<file path="src/hdl/port_vlan_pkg.sv">
// Constants, register map and field layout of the port forwarding control block
// Function
// - Ingress filter bit 14 drops packets whose table membership excludes this port.
// - Bit 13 discards packets whose VLAN ID differs from the default VLAN ID.
// - Bit 12 forces flow control on; clear follows auto-negotiation result.
// - Bit 11 enables half-duplex back pressure; resets to zero.
// - Bit 10, reset one, allows transmission; clear blocks all transmission; the code keeps txGate open until a transmit frame in progress ends.
// - Bit 9, reset one, allows reception; clear blocks all reception; the code keeps rxGate open until a receive frame in progress ends.
// - Bit 8 set stops source address learning from this port.
// - Bit 7 makes the port the mirror destination for monitored packets.
// - Bit 6 marks every received packet monitored and copies it to mirror.
// - Bit 5 marks every transmitted packet monitored and copies it to mirror; the code leaves a frame starting in the cycle the previous one ends unmarked.
// - Bit 3 caps packet priority at the default tag priority.
// - Membership bits 2:0, reset 0x7: host, port 2, port 1.
// - Forward only to destinations whose membership bit is set.
// - Default tag: priority 15:13, CFI 12, VLAN ID 11:0 reset 0x001.
// - Default tag belongs to untagged ingress packets and is used for egress tagging.
// - Untagged or null-VID packets use the default VLAN ID for lookup.
// - Tag inserted on egress for untagged packets is the ingress default tag.
package port_vlan_pkg;
   // Register indices; byte address is four times the index
   localparam logic [5:0] CTRL_IDX = 6'h02;
   localparam logic [5:0] TAG_IDX = 6'h04;
   localparam logic [15:0] CTRL_RST = 16'h0607;
   localparam logic [15:0] TAG_RST = 16'h0001;
   localparam logic [15:0] CTRL_WMASK = 16'h7fef;
   localparam logic [15:0] TAG_WMASK = 16'hffff;
   // Control fields
   localparam int FILT_BIT = 14;
   localparam int DEF_VID_ONLY_BIT = 13;
   localparam int FORCE_FC_BIT = 12;
   localparam int BACKP_BIT = 11;
   localparam int TX_EN_BIT = 10;
   localparam int RX_EN_BIT = 9;
   localparam int LEARN_OFF_BIT = 8;
   localparam int MIRROR_DST_BIT = 7;
   localparam int RX_SNIFF_BIT = 6;
   localparam int TX_SNIFF_BIT = 5;
   localparam int PRIO_CEIL_BIT = 3;
   localparam int MEMBER_HI = 2;
   // Default tag fields
   localparam int PRIO_HI = 15;
   localparam int PRIO_LO = 13;
   localparam int CFI_BIT = 12;
   localparam int VID_HI = 11;
   // Membership bit of this port itself (port 1)
   localparam int SELF_BIT = 0;
   localparam logic [11:0] NULL_VID = 12'h000;
   typedef enum logic {
      BUS_IDLE = 1'b0,
      BUS_ACK = 1'b1
   } bus_state_e;
endpackage

</file>
<file path="src/hdl/port_cfg_if.sv">
// Carrier of the two configuration registers between bank and decision logic
`timescale 1ns/1ps
interface port_cfg_if;
   logic [15:0] ctrlReg;
   logic [15:0] tagReg;
   modport src (output ctrlReg, output tagReg);
   modport dst (input ctrlReg, input tagReg);
endinterface

</file>
<file path="src/hdl/port_ingress_decide.sv">
// Per-packet ingress forwarding decision from the port configuration
`timescale 1ns/1ps
module port_ingress_decide (
   // Clock and reset
   input wire logic clk,
   input wire logic reset,
   // Configuration
   port_cfg_if.dst cfg,
   // Packet descriptor
   input wire logic pktValid,
   input wire logic pktTagged,
   input wire logic [11:0] pktVid,
   input wire logic [2:0] pktPrio,
   input wire logic pktCfi,
   input wire logic [2:0] tableMembers,
   input wire logic [2:0] destMask,
   // Decision
   output logic decValid,
   output logic decDrop,
   output logic [11:0] lookupVid,
   output logic [2:0] outPrio,
   output logic [2:0] fwdMask,
   output logic rxMonitor,
   output logic learnOk,
   output logic [15:0] egressTag
);
   logic valid_r, valid_nxt, drop_r, drop_nxt, mon_r, mon_nxt, learn_r, learn_nxt;
   logic [11:0] vid_r, vid_nxt;
   logic [2:0] prio_r, prio_nxt, mask_r, mask_nxt;
   logic [15:0] tag_r, tag_nxt;

   // Config sampled only in the decision cycle, so later writes cannot touch it
   always_comb begin
      logic [15:0] c;
      logic [2:0] dPrio, inPrio;
      logic [11:0] dVid;
      logic untag;
      c = cfg.ctrlReg;
      dPrio = cfg.tagReg[port_vlan_pkg::PRIO_HI:port_vlan_pkg::PRIO_LO];
      dVid = cfg.tagReg[port_vlan_pkg::VID_HI:0];
      inPrio = pktTagged ? pktPrio : dPrio;
      untag = !pktTagged || pktVid == port_vlan_pkg::NULL_VID;
      valid_nxt = pktValid;
      vid_nxt = untag ? dVid : pktVid;
      drop_nxt = !c[port_vlan_pkg::RX_EN_BIT]
         || (c[port_vlan_pkg::FILT_BIT] && !tableMembers[port_vlan_pkg::SELF_BIT])
         || (c[port_vlan_pkg::DEF_VID_ONLY_BIT] && vid_nxt != dVid);
      prio_nxt = (c[port_vlan_pkg::PRIO_CEIL_BIT] && inPrio > dPrio) ? dPrio : inPrio;
      mask_nxt = destMask & c[port_vlan_pkg::MEMBER_HI:0];
      mon_nxt = c[port_vlan_pkg::RX_SNIFF_BIT];
      learn_nxt = !c[port_vlan_pkg::LEARN_OFF_BIT];
      // Untagged packets carry the port default tag out
      tag_nxt = pktTagged ? {pktPrio, pktCfi, vid_nxt} : cfg.tagReg;
      if (!pktValid) begin
         vid_nxt = vid_r;
         drop_nxt = drop_r;
         prio_nxt = prio_r;
         mask_nxt = mask_r;
         mon_nxt = mon_r;
         learn_nxt = learn_r;
         tag_nxt = tag_r;
      end
   end

   always_ff @(posedge clk or posedge reset) begin
      if (reset) begin
         valid_r <= 1'b0;
         drop_r <= 1'b0;
         vid_r <= 12'h000;
         prio_r <= 3'h0;
         mask_r <= 3'h0;
         mon_r <= 1'b0;
         learn_r <= 1'b0;
         tag_r <= 16'h0000;
      end else begin
         valid_r <= valid_nxt;
         drop_r <= drop_nxt;
         vid_r <= vid_nxt;
         prio_r <= prio_nxt;
         mask_r <= mask_nxt;
         mon_r <= mon_nxt;
         learn_r <= learn_nxt;
         tag_r <= tag_nxt;
      end
   end

   assign decValid = valid_r;
   assign decDrop = drop_r;
   assign lookupVid = vid_r;
   assign outPrio = prio_r;
   assign fwdMask = mask_r;
   assign rxMonitor = mon_r;
   assign learnOk = learn_r;
   assign egressTag = tag_r;
endmodule

</file>
<file path="src/hdl/port_reg_bank.sv">
// Wishbone classic slave holding the control and default tag registers
`timescale 1ns/1ps
module port_reg_bank (
   // Clock and reset
   input wire logic clk,
   input wire logic reset,
   // Wishbone slave
   input wire logic wbCyc,
   input wire logic wbStb,
   input wire logic wbWe,
   input wire logic [7:0] wbAdr,
   input wire logic [3:0] wbSel,
   input wire logic [31:0] wbDatW,
   output logic [31:0] wbDatR,
   output logic wbAck,
   // Register contents
   port_cfg_if.src cfg
);
   port_vlan_pkg::bus_state_e state_r, state_nxt;
   logic [15:0] ctrl_r, ctrl_nxt, tag_r, tag_nxt, laneMask;
   logic [31:0] datR_r, datR_nxt;
   logic req, hitCtrl, hitTag;

   for (genvar b = 0; b < 2; b++) begin : g_lane
      assign laneMask[8*b +: 8] = {8{wbSel[b]}};
   end

   assign req = wbCyc & wbStb;
   assign hitCtrl = wbAdr[7:2] == port_vlan_pkg::CTRL_IDX;
   assign hitTag = wbAdr[7:2] == port_vlan_pkg::TAG_IDX;

   always_comb begin
      logic [15:0] mc, mt;
      mc = port_vlan_pkg::CTRL_WMASK & laneMask;
      mt = port_vlan_pkg::TAG_WMASK & laneMask;
      state_nxt = (req && state_r == port_vlan_pkg::BUS_IDLE) ?
         port_vlan_pkg::BUS_ACK : port_vlan_pkg::BUS_IDLE;
      ctrl_nxt = ctrl_r;
      tag_nxt = tag_r;
      datR_nxt = datR_r;
      // Write lands on the edge where the master sees ack
      if (req && wbWe && state_r == port_vlan_pkg::BUS_ACK) begin
         if (hitCtrl) begin
            ctrl_nxt = (ctrl_r & ~mc) | (wbDatW[15:0] & mc);
         end
         if (hitTag) begin
            tag_nxt = (tag_r & ~mt) | (wbDatW[15:0] & mt);
         end
      end
      if (req && state_r == port_vlan_pkg::BUS_IDLE) begin
         // Unmapped offsets read zero and ignore writes
         datR_nxt = hitCtrl ? {16'h0000, ctrl_r} :
            hitTag ? {16'h0000, tag_r} : 32'h0000_0000;
      end
   end

   always_ff @(posedge clk or posedge reset) begin
      if (reset) begin
         state_r <= port_vlan_pkg::BUS_IDLE;
         ctrl_r <= port_vlan_pkg::CTRL_RST;
         tag_r <= port_vlan_pkg::TAG_RST;
         datR_r <= 32'h0000_0000;
      end else begin
         state_r <= state_nxt;
         ctrl_r <= ctrl_nxt;
         tag_r <= tag_nxt;
         datR_r <= datR_nxt;
      end
   end

   assign wbAck = state_r == port_vlan_pkg::BUS_ACK;
   assign wbDatR = datR_r;
   assign cfg.ctrlReg = ctrl_r;
   assign cfg.tagReg = tag_r;
endmodule

</file>
<file path="src/hdl/port_vlan_forwarding_control.sv">
// Top of the per-port VLAN and forwarding control block
//
// The implementer's own choice: the Wishbone register port.
`timescale 1ns/1ps
module port_vlan_forwarding_control (
   // Clock and reset
   input wire logic clk,
   input wire logic reset,
   // Wishbone slave
   input wire logic wbCyc,
   input wire logic wbStb,
   input wire logic wbWe,
   input wire logic [7:0] wbAdr,
   input wire logic [3:0] wbSel,
   input wire logic [31:0] wbDatW,
   output logic [31:0] wbDatR,
   output logic wbAck,
   // Link state
   input wire logic autoNegotiationResult,
   // Ingress packet descriptor
   input wire logic pktValid,
   input wire logic pktTagged,
   input wire logic [11:0] pktVid,
   input wire logic [2:0] pktPrio,
   input wire logic pktCfi,
   input wire logic [2:0] tableMembers,
   input wire logic [2:0] destMask,
   // Frame boundaries
   input wire logic rxFrameStart,
   input wire logic rxFrameEnd,
   input wire logic txFrameStart,
   input wire logic txFrameEnd,
   // Ingress decision
   output logic decValid,
   output logic decDrop,
   output logic [11:0] lookupVid,
   output logic [2:0] outPrio,
   output logic [2:0] fwdMask,
   output logic rxMonitor,
   output logic learnOk,
   output logic [15:0] egressTag,
   // Port controls
   output logic flowCtrlEn,
   output logic backPressureEn,
   output logic txGate,
   output logic rxGate,
   output logic learnDisable,
   output logic mirrorDest,
   output logic txMonitor
);
   port_cfg_if cfg ();

   port_reg_bank u_bank (
      .clk(clk),
      .reset(reset),
      .wbCyc(wbCyc),
      .wbStb(wbStb),
      .wbWe(wbWe),
      .wbAdr(wbAdr),
      .wbSel(wbSel),
      .wbDatW(wbDatW),
      .wbDatR(wbDatR),
      .wbAck(wbAck),
      .cfg(cfg.src)
   );

   port_ingress_decide u_decide (
      .clk(clk),
      .reset(reset),
      .cfg(cfg.dst),
      .pktValid(pktValid),
      .pktTagged(pktTagged),
      .pktVid(pktVid),
      .pktPrio(pktPrio),
      .pktCfi(pktCfi),
      .tableMembers(tableMembers),
      .destMask(destMask),
      .decValid(decValid),
      .decDrop(decDrop),
      .lookupVid(lookupVid),
      .outPrio(outPrio),
      .fwdMask(fwdMask),
      .rxMonitor(rxMonitor),
      .learnOk(learnOk),
      .egressTag(egressTag)
   );

   logic [15:0] c;
   logic fc_r, fc_nxt, bp_r, bp_nxt, tx_r, tx_nxt, rx_r, rx_nxt;
   logic lrn_r, lrn_nxt, mir_r, mir_nxt, txMon_r, txMon_nxt;
   logic txBusy_r, txBusy_nxt, rxBusy_r, rxBusy_nxt;

   assign c = cfg.ctrlReg;

   always_comb begin
      fc_nxt = c[port_vlan_pkg::FORCE_FC_BIT] | autoNegotiationResult;
      bp_nxt = c[port_vlan_pkg::BACKP_BIT];
      lrn_nxt = c[port_vlan_pkg::LEARN_OFF_BIT];
      mir_nxt = c[port_vlan_pkg::MIRROR_DST_BIT];
      // Gates only move between frames so a frame is never cut short
      tx_nxt = txBusy_r ? tx_r : c[port_vlan_pkg::TX_EN_BIT];
      rx_nxt = rxBusy_r ? rx_r : c[port_vlan_pkg::RX_EN_BIT];
      txBusy_nxt = txBusy_r;
      if (txFrameStart && tx_nxt) begin
         txBusy_nxt = 1'b1;
      end else if (txFrameEnd) begin
         txBusy_nxt = 1'b0;
      end
      rxBusy_nxt = rxBusy_r;
      if (rxFrameStart && rx_nxt) begin
         rxBusy_nxt = 1'b1;
      end else if (rxFrameEnd) begin
         rxBusy_nxt = 1'b0;
      end
      // Only frames actually let out are mirrored
      txMon_nxt = txFrameStart && !txBusy_r && tx_nxt
         && c[port_vlan_pkg::TX_SNIFF_BIT];
   end

   always_ff @(posedge clk or posedge reset) begin
      if (reset) begin
         fc_r <= 1'b0;
         bp_r <= 1'b0;
         tx_r <= port_vlan_pkg::CTRL_RST[port_vlan_pkg::TX_EN_BIT];
         rx_r <= port_vlan_pkg::CTRL_RST[port_vlan_pkg::RX_EN_BIT];
         lrn_r <= 1'b0;
         mir_r <= 1'b0;
         txMon_r <= 1'b0;
         txBusy_r <= 1'b0;
         rxBusy_r <= 1'b0;
      end else begin
         fc_r <= fc_nxt;
         bp_r <= bp_nxt;
         tx_r <= tx_nxt;
         rx_r <= rx_nxt;
         lrn_r <= lrn_nxt;
         mir_r <= mir_nxt;
         txMon_r <= txMon_nxt;
         txBusy_r <= txBusy_nxt;
         rxBusy_r <= rxBusy_nxt;
      end
   end

   assign flowCtrlEn = fc_r;
   assign backPressureEn = bp_r;
   assign txGate = tx_r;
   assign rxGate = rx_r;
   assign learnDisable = lrn_r;
   assign mirrorDest = mir_r;
   assign txMonitor = txMon_r;
endmodule

</file>
<file path="config.mk">
export PLATFORM = sky130hd
export DESIGN_NAME = port_vlan_forwarding_control
export DESIGN_NICKNAME = d
export VERILOG_FILES = /design/src/hdl/port_vlan_pkg.sv /design/src/hdl/port_cfg_if.sv /design/src/hdl/port_ingress_decide.sv /design/src/hdl/port_reg_bank.sv /design/src/hdl/port_vlan_forwarding_control.sv
export SDC_FILE = /design/constraint.sdc
export NUM_CORES = 1
export LEC_CHECK = 0
export ABC_AREA = 1
export BUFFER_PORTS_ARGS = -buffer_cell sky130_fd_sc_hd__buf_2
export CELL_PAD_IN_SITES_DETAIL_PLACEMENT = 0
export CELL_PAD_IN_SITES_GLOBAL_PLACEMENT = 1
export CORE_UTILIZATION = 36
export DETAILED_ROUTE_END_ITERATION = 10
export PLACE_DENSITY = 0.78
export SYNTH_ARGS = -nofsm -noshare
export SYNTH_HDL_FRONTEND = slang
export SYNTH_SLANG_ARGS = --single-unit
</file>
<file path="constraint.sdc">
create_clock -name clk -period 3.33 [get_ports clk]
set_input_delay 0.1665 -clock clk [delete_from_list [all_inputs] [get_ports clk]]
set_output_delay 0.1665 -clock clk [all_outputs]
set_load 0.02 [all_outputs]
</file>
## After elaboration in Yosys (flattened, before gate mapping)

Index checks and enable logic that the tools add are counted.

| word-level totals | value |
|---|---|
| register bits after elaboration | 112 |
| output and inout port bits | 78 |

| operators by class | value |
|---|---|
| bitwise logic cells | 12 |
| reductions and logical operators | 24 |
| $lt $le $gt $ge | 1 |
| muxes and demuxes | 13 |
| equality and inequality tests | 3 |

Operator list:

| kind | number |
|---|---|
| 16-bit AND | 3 |
| 16-bit 2-to-1 mux | 2 |
| 32-bit 2-to-1 mux | 1 |
| 16-bit OR | 2 |
| 16-bit by 15-bit AND with 16-bit output | 1 |
| 15-bit inverter with 16-bit output | 1 |
| 16-bit inverter | 1 |
| 12-bit zero test | 1 |
| 12-bit 2-to-1 mux | 1 |
| 12-bit != test | 1 |
| 1-bit logical AND | 11 |
| 1-bit 2-to-1 mux | 7 |
| 6-bit by 2-bit == test with 1-bit output, second input constant | 1 |
| 6-bit by 3-bit == test with 1-bit output, second input constant | 1 |
| 3-bit 2-to-1 mux | 2 |
| 1-bit zero test | 5 |
| 2-bit AND reduction | 2 |
| 2-bit nonzero test | 2 |
| 3-bit AND | 1 |
| 3-bit greater-than comparator | 1 |
| 1-bit logical OR | 3 |
| 1-bit AND | 1 |
| 1-bit inverter | 1 |
| 1-bit OR | 1 |

## Logic depth before layout (Yosys ltp)

Gate-level depths: netlist of run 1.

| depth | value |
|---|---|
| word-level depth | 6 |
| mapped depth | 14 |
| gate-level depth less buffers | 13 |

## Cells and area by module

From an unflattened synthesis of run 1, not the netlist that was laid out.

| unflattened totals | value |
|---|---|
| cell total of the unflattened synthesis | 585 |
| area total of the unflattened synthesis | 4,742.0 um^2 |

By module, submodules not included:

| module | seq. area each (um^2) | instances | cells an instance | area each (um^2) |
|---|---|---|---|---|
| port_reg_bank | 1,183.6 | 1 | 289 | 2,399.8 |
| port_ingress_decide | 950.9 | 1 | 267 | 2,028.2 |
| port_vlan_forwarding_control | 227.7 | 1 | 29 | 314.1 |

## Least setup slack after synthesis of run 1

OpenSTA, ideal clock, no wires.

| path | value |
|---|---|
| kind | input to register |
| from | input port pktTagged |
| to | register u_decide.prio_r[0] (netlist: u_decide.outPrio[0]) |
| arrival | 1,609 ps |
| stages | 13 |
| setup time | 123 ps |
| setup slack | 1,598 ps |
| path buffers | 2 |
| cells stage by stage | buf_2 -> buf_2 -> o21ai_0 -> inv_1 -> ha_1 -> nand2_1 -> nor2_1 -> a211oi_1 -> nor2_1 -> inv_1 -> a21oi_1 -> o21ai_0 -> nand2_1 |

| between the ends | value |
|---|---|
| word-level cells in the longest chain between the ends | 4 |

Ends and longest elaborated chain:

| item | RTL line | RTL |
|---|---|---|
| from (decl) | port_vlan_forwarding_control.sv:22 | `input wire logic pktTagged,` |
| 3-bit 2-to-1 mux (*) | port_ingress_decide.sv:41 | `inPrio = pktTagged ? pktPrio : dPrio;` |
| 3-bit greater-than comparator | port_ingress_decide.sv:48 | `prio_nxt = (c[port_vlan_pkg::PRIO_CEIL_BIT] && inPrio > dPrio) ? dPrio : inPrio;` |
| 1-bit logical AND | port_ingress_decide.sv:48 |  |
| 3-bit 2-to-1 mux (*) | port_ingress_decide.sv:48 |  |
| to (signal assigned) | port_ingress_decide.sv:79 | `prio_r <= prio_nxt;` |
| to (decl) | port_ingress_decide.sv:29 | `logic [2:0] prio_r, prio_nxt, mask_r, mask_nxt;` |

Every way passes the cells marked *; elsewhere a longest branch is shown, timed or not.
A chain may end at the register's enable or synchronous reset.

==> results of run 1 <==
layout by cell type, fill, tap and decap left out, types with 3 or more instances in the layout:
cell type | netlist | routed
nor2_1 | 24 | 24
buf_4 | 16 | 5
o21ai_0 | 56 | 56
a21oi_1 | 6 | 6
conb_1 | 1 | 16
ha_1 | 3 | 3
inv_1 | 57 | 56
dfstp_2 | 8 | 8
nand4_1 | 18 | 18
dfrtp_1 | 86 | 86
nand2_1 | 190 | 190
o211ai_1 | 11 | 11
buf_2 | 8 | 117
nand3_1 | 17 | 17
o22ai_1 | 3 | 3
nor2_2 | 3 | 3
clkbuf_16 | 0 | 9
metal layers:
layer  wire, um  GRT usage  share of wire
met5          0          0              0
met4        160     0.0693          0.015
met3        480     0.0248          0.044
met2       4670      0.262           0.43
met1       5590      0.279           0.51
metrics by stage:
step | instance area [um2] | instances | setup WS [ns]
after global routing | 5320 | 796 | 1.20
final | 5320 | 796 | 1.45
after floorplan | 4440 | 550 | 0.728
after global placement | 5020 | 778 | 1.37
after CTS | 5320 | 796 | 1.46
after detailed placement | 5020 | 778 | 1.32
where the power goes:
group          switching, W  internal (W)  leakage [nW]
sequential        0.0000228       0.00118          1.21
combinational      0.000193     0.0000896          1.52
clock              0.000440      0.000512         0.129
total              0.000656       0.00178          2.86
worst register-to-register path, stage by stage (launching register included):
cell and delay (ns):
dfrtp_1 0.43, o21ai_0 0.25, inv_1 0.11, ha_1 0.30
nand2_1 0.07, nor2_1 0.04, a211oi_1 0.16, nor2_1 0.09
inv_1 0.11, a21oi_1 0.07, o21ai_0 0.08, nand2_1 0.07
cell families after synthesis:
logic type	share of synthesized area
AO/OA/AOI/OAI	0.102
AND/OR/NAND/NOR	0.248
other	0.000855
flip-flops	0.538
buffers and inverters	0.103
adder cells (fa/ha/maj)	0.00856
final cells by class:
cell class	instances	area, um2
clock buffers	10	229
fillers	1207	6340
flip-flops and latches	94	2360
repair buffers	124	643
well taps	143	179
clock inverters	6	46.3
multi-input cells	358	1630
inverters	61	230
how the worst max path moves through the flow:
stage                          from                    endpoint  slack, ns  cells after the start
after floorplan               reset  asynchronous set/reset pin       0.73                      1
after global placement    pktTagged         u_decide.outPrio[0]       1.37                     13
after detailed placement  pktTagged         u_decide.outPrio[0]       1.32                     13
after CTS                 flip-flop         u_decide.outPrio[0]       1.46                     11
after global routing      flip-flop         u_decide.outPrio[0]       1.20                     11
final                     flip-flop         u_decide.outPrio[0]       1.45                     11
==> results.md, run 1 <==
- Reg2Reg Setup Slack: 1.45 ns
- Peak VDD IR: 0.203 mV
- Period utilization: 0.565
- Top cell type by total area after synthesis: dfrtp_1
- Worst EP required: 3.55 ns
- Synth top area share: 0.490
- Via count: 3763
- Final TNS setup: 0 ns
- CP endpoint kind: flip-flop
- Hold Vio Cnt, Final: 0
- Hold slack: 0.00904 ns
- Max-slew violations: 0
- Die height: 112 um
- Leakage: 2.86 nW
- Power density over the cells: 459 mW/mm2
- Post-CTS sizing: 0
- Reg clk slew, reported paths: 0.07 ns
- Number of enable flip-flop cells after synthesis: 0
- Clk sinks: 94
- FMAX: 0.531 GHz
- Area growth from synthesis to layout: 21.2%
- Layout cells sized above 1: 0.242
- Cell depth of the worst flop-to-flop path: 11
- Most frequent cells after synthesis: 190 x nand2_1, 86 x dfrtp_1, 57 x inv_1
- Vias in the first global route: 3414
- H-Tree Depth: 3
- Post-layout min period: 1.88 ns
- Setup repair bufs after CTS: 0
- Mean area per synthesized cell: 8.20 um2
- Setup-failing EPs final: 0
- Initial Utilization: 0.376
- CP bufs+invs: 2
- CP max stage delay: 0.43 ns
- WHS Endpoint: rxBusy_r
- Worst-margin pin slew: 0.716 ns
- Initial antenna violation count: 0
- Status: completed
- Nets: 729
- Seq/Total Area, Yosys: 0.538
- Row cnt: 39
- Root buf cell: clkbuf_16
- Pin count of the biggest net entering global routing: 42
- Post-CTS Hold Fix Bufs: 2
- Hold Path Stages: 2
- N_diodes: 0
- CP max-delay cell: dfrtp_1
- Routed vias/inst: 4.73
- Ys async rst share: 1.00
- First-pass GRT wire length: 17.9 mm
- Routability cong.: 0.840
- CP delay by family, top: compound AO/OA/AOI/OAI gates
- Clock tree from TritonCTS: built
- Drt total wl: 10.9 mm
- Synth unique cells: 29
- Final ANT Viol Nets: 0
- Startpoint types: flip-flop
- Worst min-delay path startpoint: rxFrameEnd
- FF+latch count, synth: 94
- Io pins: 156
- Count leader, synth: nand2_1
- Crit path cell chain: o21ai_0 -> inv_1 -> ha_1 -> nand2_1 -> nor2_1 -> a211oi_1 -> nor2_1 -> inv_1 -> a21oi_1 -> o21ai_0 -> nand2_1
- Die ar.: 0.0126 mm2
- Yosys Warn Count: 0
- Die W: 112 um
- DR pass1 iterations: 5
- Total track usage: 0.183
- Pwr Total: 0.00244 W
- Clock latency on the worst-skew pair: 0.34 ns
- Synthesized area: 0.00439 mm2
- # port buffers: 117
- Drt initial violations: 263
- Area contributors post-synth: dfrtp_1 49%, nand2_1 16%, o21ai_0 6.4%
- Total core area: 0.0117 mm2
- Final Skew: 0.00892 ns
- Post-DP HPWL: 8.20 mm
- Crit path max fanout: 4
- WS Path Type: reg2reg
- RSZ-0062 raised after global routing: false
- Grt total ovfl: 0
- Maxcap violations: 0
- Max_slew headroom: 0.523
- Clk buf depth: 2
- DR DRC count: 0
- Critical path data arrival time: 2.10 ns
- Top FF cell, synth: dfrtp_1
- Post-Syn Instances: 535
- Worst min-delay path category: in2reg
- Final core utilization: 0.456
- Total CTS buffers: 9
- Reg-to-reg endpoint: u_decide.outPrio[0]
- WL/cell: 13.7 um
Note: power is estimated with default switching activity, not from simulation.
==> run 2, diff against run 1 <==
- clock period: 3.33 -> 1.9 ns (I/O delays scaled with it)
==> run 2 against run 1 <==
  * The flow now finishes with violations (hold timing)
  * Via count rose by 2.4%
  * Cell count up 2.3%
  * Maximum frequency up 9.4%
  * Register-to-register slack got worse by 1.3 ns
  * Power is 83% higher
  * Global-route usage increased by 0.14 points
  * Critical path depth stayed put
  * Cell area is 4.5% higher
  * Combinational power is 87% higher
  * First-iteration DRC count decreased by 8.7%
  * Hold slack lost 0.012 ns
  * Critical path type unchanged
==> results.md, run 2 (synthesis gave the netlist of run 1 again) <==
- Die W: 112 um (unchanged)
- Clock share of power: 0.407 (+0.017)
- Io pins: 156 (unchanged)
- Sequential power share: 0.474 (-0.020)
- WS Path Type: reg2reg
- Clk sinks: 94 (unchanged)
- Period utilization: 0.905 (+0.340)
- Clock tree from TritonCTS: built
- # port buffers: 117 (unchanged)
- Pin count of the biggest net entering global routing: 95 (+130%)
- Status: complete, but fails checks
- Hold slack: -0.00275 ns (-0.0118 ns)
- Clk buf depth: 2 (unchanged)
- Leakage: 2.97 nW (+3.6%)
- Nets: 747 (+2.5%)
- Row cnt: 39 (unchanged)
- Met2 WL: 4.85 mm (+3.9%)
- Crit path max fanout: 4 (unchanged)
- Most frequent cells in the layout: 190 x nand2_1, 117 x buf_2, 86 x dfrtp_1, 55 x inv_1, 53 x o21ai_0
- Worst slack, placed: -0.0193 ns (-1.34 ns)
- FMAX: 0.581 GHz (+9.4%)
- Routed vias/inst: 4.73 (+0.13%)
- Sw Share: 0.257 (-0.0117)
- Post-DP HPWL: 8.12 mm (-0.94%)
- Placed Cells: 782 (+0.51%)
- CP endpoint kind: flip-flop
- Setup-failing EPs final: 0 (unchanged)
- Most common cell after layout, fill and taps aside: nand2_1
- Peak VDD IR: 0.338 mV (+67%)
- H-Tree Depth: 3 (unchanged)
- Max_slew headroom: 0.658 (+0.135)
- Worst-margin pin slew: 0.512 ns (-0.204 ns)
- Met3 wire length: 567 um (+18%)
- DR DRC count: 0 (unchanged)
- Worst min-delay path category: in2reg
- Vias in the first global route: 3618 (+6.0%)
- Routability cong.: 0.806 (-4.1%)
- N_diodes: 0 (unchanged)
- First-pass GRT wire length: 18.1 mm (+1.4%)
- Initial Utilization: 0.376 (unchanged)
- Die height: 112 um (unchanged)
- Total CTS buffers: 9 (unchanged)
- Final ANT Viol Nets: 0 (unchanged)
- Worst EP required: 2.18 ns (-1.37 ns)
- Clock latency on the worst-skew pair: 0.34 ns (about the same)
- Pwr Total: 0.00446 W (+83%)
- Uppermost layer routed: met4
- Power density over the cells: 802 mW/mm2 (+75%)
- Drt total wl: 11.1 mm (+1.5%)
- Post-route insts no fill: 814 (+2.3%)
- Fin worst setup slack: 0.180 ns (-1.27 ns)
- Total track usage: 0.184 (+0.00143)
- Hold Vio Cnt, Final: 1 (+1)
- Combinational share of power: 0.119 (+0.003)
- Internal Power: 0.00331 W (+85%)
- Drt initial violations: 240 (-8.7%)
- Layout cells sized above 1: 0.258 (+0.0159)
- Max-slew violations: 0 (unchanged)
- Grt total ovfl: 0 (unchanged)
- Initial antenna violation count: 0 (unchanged)
- Startpoint types: flip-flop
- Area growth from synthesis to layout: 26.7%
- Total core area: 0.0117 mm2 (unchanged)
- Root buf cell: clkbuf_16
- DR pass1 iterations: 5 (unchanged)
- Reg clk slew, reported paths: 0.06 ns (about the same)
- Failing checks: hold timing
- WL met1: 5.48 mm (-2.1%)
- Critical path data arrival time: 2.00 ns (-0.10 ns)
- Die ar.: 0.0126 mm2 (unchanged)
- Post-layout min period: 1.72 ns (-0.162 ns)
- Via count: 3853 (+2.4%)
- Maxcap violations: 0 (unchanged)
- WL/cell: 13.6 um (-0.78%)
- Net Switching: 0.00115 W (+75%)
- Final Skew: 0.00668 ns (-0.00224 ns)
## run 2: cell count changes in the layout (fill, tap and decap cells not counted), moves of 2 or more
cell,delta
a21oi_1,-2
a21oi_2,+2
buf_4,+6
dlygate4sd3_1,+11
inv_6,-2
o21ai_0,-3
o21ai_2,+2
## run 2: layout make-up
cell class	count	area [um2]
Fill cell	1206	6100
Sequential cell	94	2360
Multi-Input combinational cell	358	1660
Timing Repair Buffer	142	818
Clock buffer	11	243
Inverter	61	233
Tap cell	143	179
Clock inverter	5	58.8
## run 2: through the flow
| stage | instance area (um2) | util | TNS, ns |
|---|---|---|---|
| after floorplan | 4450 | - | 0 |
| final | 5560 | 0.477 | 0 |
| after global placement | 5070 | 0.435 | 0 |
| after CTS | 5500 | 0.472 | 0 |
| after detailed placement | 5070 | 0.435 | -0.0193 |
| after global routing | 5560 | 0.477 | -0.0149 |
## run 2: repair_timing
item	4_1_cts	5_1_grt
hold buffers	13	0
setup buffers	0	3
endpoints found under the setup margin	1	3
pin swaps	0	2
resized for setup	1	10
hold endpoints to repair	97	0
## run 2: final timing paths
| check | startpoint | to | slack [ns] | cells past startpoint |
|---|---|---|---|---|
| worst max-delay path | flip-flop | u_decide.outPrio[0] | 0.18 | 11 |
| worst min-delay path | pktCfi | u_decide.egressTag[12] | -0.003 | 3 |
| worst max register to register | flip-flop | u_decide.outPrio[0] | 0.18 | 11 |
| worst min register to register | flip-flop | mirrorDest | 0.41 | 0 |
| max in group asynchronous | reset | asynchronous set/reset pin | 1.07 | 4 |
| min in group asynchronous | reset | u_decide.decValid | 0.43 | 4 |
## run 2: worst max-delay path: stages (launching register included)
cell	delay, ns
dfrtp_1	0.40
o21ai_2	0.16
inv_1	0.10
ha_4	0.28
nand2_1	0.04
nor2_1	0.13
a211oi_2	0.06
nor2_2	0.17
inv_2	0.08
a21oi_2	0.11
o21ai_1	0.08
nand2_1	0.06
## run 2: power by group through the flow
stage	combinational, W	sequential (W)	clock, W
floorplan	0.000248	0.00223	0
global placement	0.000500	0.00215	0
detailed placement	0.000507	0.00215	0
CTS	0.000527	0.00211	0.00185
finish	0.000529	0.00211	0.00181
global route	0.000590	0.00212	0.00193
## run 2: layer usage
metal	up-vias	GRT usage
met3	13	0.0383
met5	-	0
met2	115	0.273
li1	1928	-
met1	1797	0.266
met4	0	0.0684
==> run 3, diff against run 2 <==
- CORE_MARGIN: not set -> 2
==> run 3 against run 2 <==
  * The run now ends clean
  * Sequential share of layout area increased by 0.17 points
  * Critical path depth unchanged
  * Non-clock buffer count unchanged
  * Sequential cell count unchanged
  * Count of clock-buffer cells in the layout increased by 1
  * Power decreased by 2.2%
  * Combinational power about the same
  * Routed wire length increased by 3.7%
  * Largest power group unchanged
==> results.md, run 3 (synthesis gave the netlist of run 1 again) <==
- Nets: 747 (unchanged)
- Post-route insts no fill: 818 (+0.49%)
- CP max stage delay: 0.40 ns (about the same)
- Power density over the cells: 788 mW/mm2 (-1.8%)
- Routability cong.: 0.752 (-6.7%)
- Fin worst setup slack: 0.188 ns (+0.00784 ns)
- Clock share of power: 0.394 (-0.013)
- Most frequent cells in the layout: 190 x nand2_1, 117 x buf_2, 86 x dfrtp_1, 55 x inv_1, 53 x o21ai_0
- H-Tree Depth: 3 (unchanged)
- Clock tree from TritonCTS: built
- Post-DP HPWL: 8.31 mm (+2.3%)
- Clk sinks: 94 (unchanged)
- Die height: 114 um (+1.8%)
- Critical path data arrival time: 1.99 ns (about the same)
- Most common cell after layout, fill and taps aside: nand2_1
- WS Path Type: reg2reg
- Die W: 114 um (+1.8%)
- Fin area: 0.00554 mm2 (-0.41%)
- Max_slew headroom: 0.624 (-0.0342)
- Placed Cells: 787 (+0.64%)
- Pin count of the biggest net entering global routing: 95 (unchanged)
- FMAX: 0.584 GHz (+0.46%)
- Total CTS buffers: 9 (unchanged)
- Final ANT Viol Nets: 0 (unchanged)
- Layout cells sized above 1: 0.255 (-0.00298)
- WL/cell: 14.0 um (+3.2%)
- Worst min-delay path category: in2reg
- Initial antenna violation count: 0 (unchanged)
- Sw Share: 0.263 (+0.00591)
- Status: completed
- Initial Utilization: 0.367 (-0.00941)
- Total track usage: 0.182 (-0.00242)
- Grt total ovfl: 0 (unchanged)
- Die ar.: 0.0131 mm2 (+3.6%)
- Worst slack, placed: 0.0374 ns (+0.0566 ns)
- First-pass GRT wire length: 18.7 mm (+2.9%)
- Worst-margin pin slew: 0.563 ns (+0.0512 ns)
- Placed Area: 0.00508 mm2 (+0.25%)
- Clk buf depth: 2 (unchanged)
- Drt total wl: 11.5 mm (+3.7%)
- N_diodes: 0 (unchanged)
- Crit path cell chain: o21ai_2 -> inv_1 -> ha_4 -> nand2_1 -> nor2_1 -> a211oi_1 -> nor2_1 -> inv_2 -> a21oi_1 -> o21ai_1 -> nand2_1
- Reg clk slew, reported paths: 0.06 ns (about the same)
- Row cnt: 40 (+2.6%)
- Startpoint types: flip-flop
- Crit path max fanout: 4 (unchanged)
- CP endpoint kind: flip-flop
- DR DRC count: 0 (unchanged)
- Maxcap violations: 0 (unchanged)
- Max-slew violations: 0 (unchanged)
- Peak VDD IR: 0.360 mV (+6.4%)
- # port buffers: 117 (unchanged)
- Sequential power share: 0.485 (+0.011)
- Period utilization: 0.901 (-0.00413)
- Clock latency on the worst-skew pair: 0.34 ns (about the same)
- Via count: 3799 (-1.4%)
- CP max-delay cell: dfrtp_1
- Root buf cell: clkbuf_16
- Combinational share of power: 0.122 (+0.003)
- Fillers: 1194 (-1.0%)
- Hold Vio Cnt, Final: 0 (-1)
- Io pins: 156 (unchanged)
- Total core area: 0.0120 mm2 (+2.6%)
- DR pass1 iterations: 4 (-1)
- Drt initial violations: 360 (+50%)
- Worst EP required: 2.18 ns (about the same)
- Routed vias/inst: 4.64 (-1.9%)
- Final Skew: 0.00954 ns (+0.00286 ns)
- Final core utilization: 0.463 (-0.0138)
- Post-layout min period: 1.71 ns (-0.00784 ns)
- Area growth from synthesis to layout: 26.1%
- Net Switching: 0.00115 W (about the same)
- Setup-failing EPs final: 0 (unchanged)
- Internal Power: 0.00321 W (-2.9%)
- Vias in the first global route: 3616 (-0.055%)
- Leakage: 2.95 nW (-0.39%)
run 3: area by class of cell:
cell class	instances	area, um2	area share
well taps	147	184	0.0332
clock inverters	4	31.3	0.00565
flip-flops and latches	94	2360	0.427
multi-input cells	358	1650	0.299
clock buffers	12	256	0.0463
repair buffers	142	816	0.147
inverters	61	233	0.0420
run 3: power by group through the flow:
stage | Clock, W | Sequential, W | Combinational, W
finish | 0.00172 | 0.00211 | 0.000530
global route | 0.00184 | 0.00212 | 0.000592
CTS | 0.00176 | 0.00211 | 0.000528
detailed placement | 0 | 0.00215 | 0.000511
global placement | 0 | 0.00215 | 0.000502
floorplan | 0 | 0.00223 | 0.000248
run 3: worst max-delay path, delay by kind of cell (launching register included):
family	cells	cell delay, ns
and+or+nand+nor	4	0.37
AOI/OAI and AO/OA	4	0.41
buffers and inverters	2	0.17
adders and majority gates	1	0.28
DFF	1	0.40
run 3: what timing repair did:
item / CTS / global route
setup buffers: 0 / 3
resized for setup: 0 / 8
hold buffers: 12 / 0
endpoints found under the hold margin: 96 / 0
endpoints found under the setup margin: 0 / 3
run 3: worst paths after layout:
path	from	endpoint	slack [ns]	depth (start not counted)
setup / recovery	flip-flop	u_decide.outPrio[0]	0.19	11
hold / removal	pktCfi	u_decide.egressTag[12]	0.004	3
setup reg to reg	flip-flop	u_decide.outPrio[0]	0.19	11
hold reg to reg	flip-flop	backPressureEn	0.41	0
max in group asynchronous	reset	asynchronous set/reset pin	1.05	4
min in group asynchronous	reset	u_decide.egressTag[12]	0.43	4
run 3: per-stage QoR:
stage	power [W]	hold slack (ns)	TNS, ns
3_3_place_gp	0.00265	0.275	0
3_5_place_dp	0.00266	0.283	0
6_report	0.00436	0.00429	0
4_1_cts	0.00440	0.00316	0
5_1_grt	0.00456	0.0101	-0.0157
2_1_floorplan	0.00248	0.126	0
run 3: per-layer routing:
| layer | vias up | share of wire | global-route usage |
|---|---|---|---|
| met5 | - | 0 | 0 |
| met4 | 0 | 0.0084 | 0.0463 |
| met3 | 6 | 0.057 | 0.0360 |
| met2 | 95 | 0.46 | 0.269 |
| met1 | 1763 | 0.48 | 0.274 |
| li1 | 1935 | - | - |
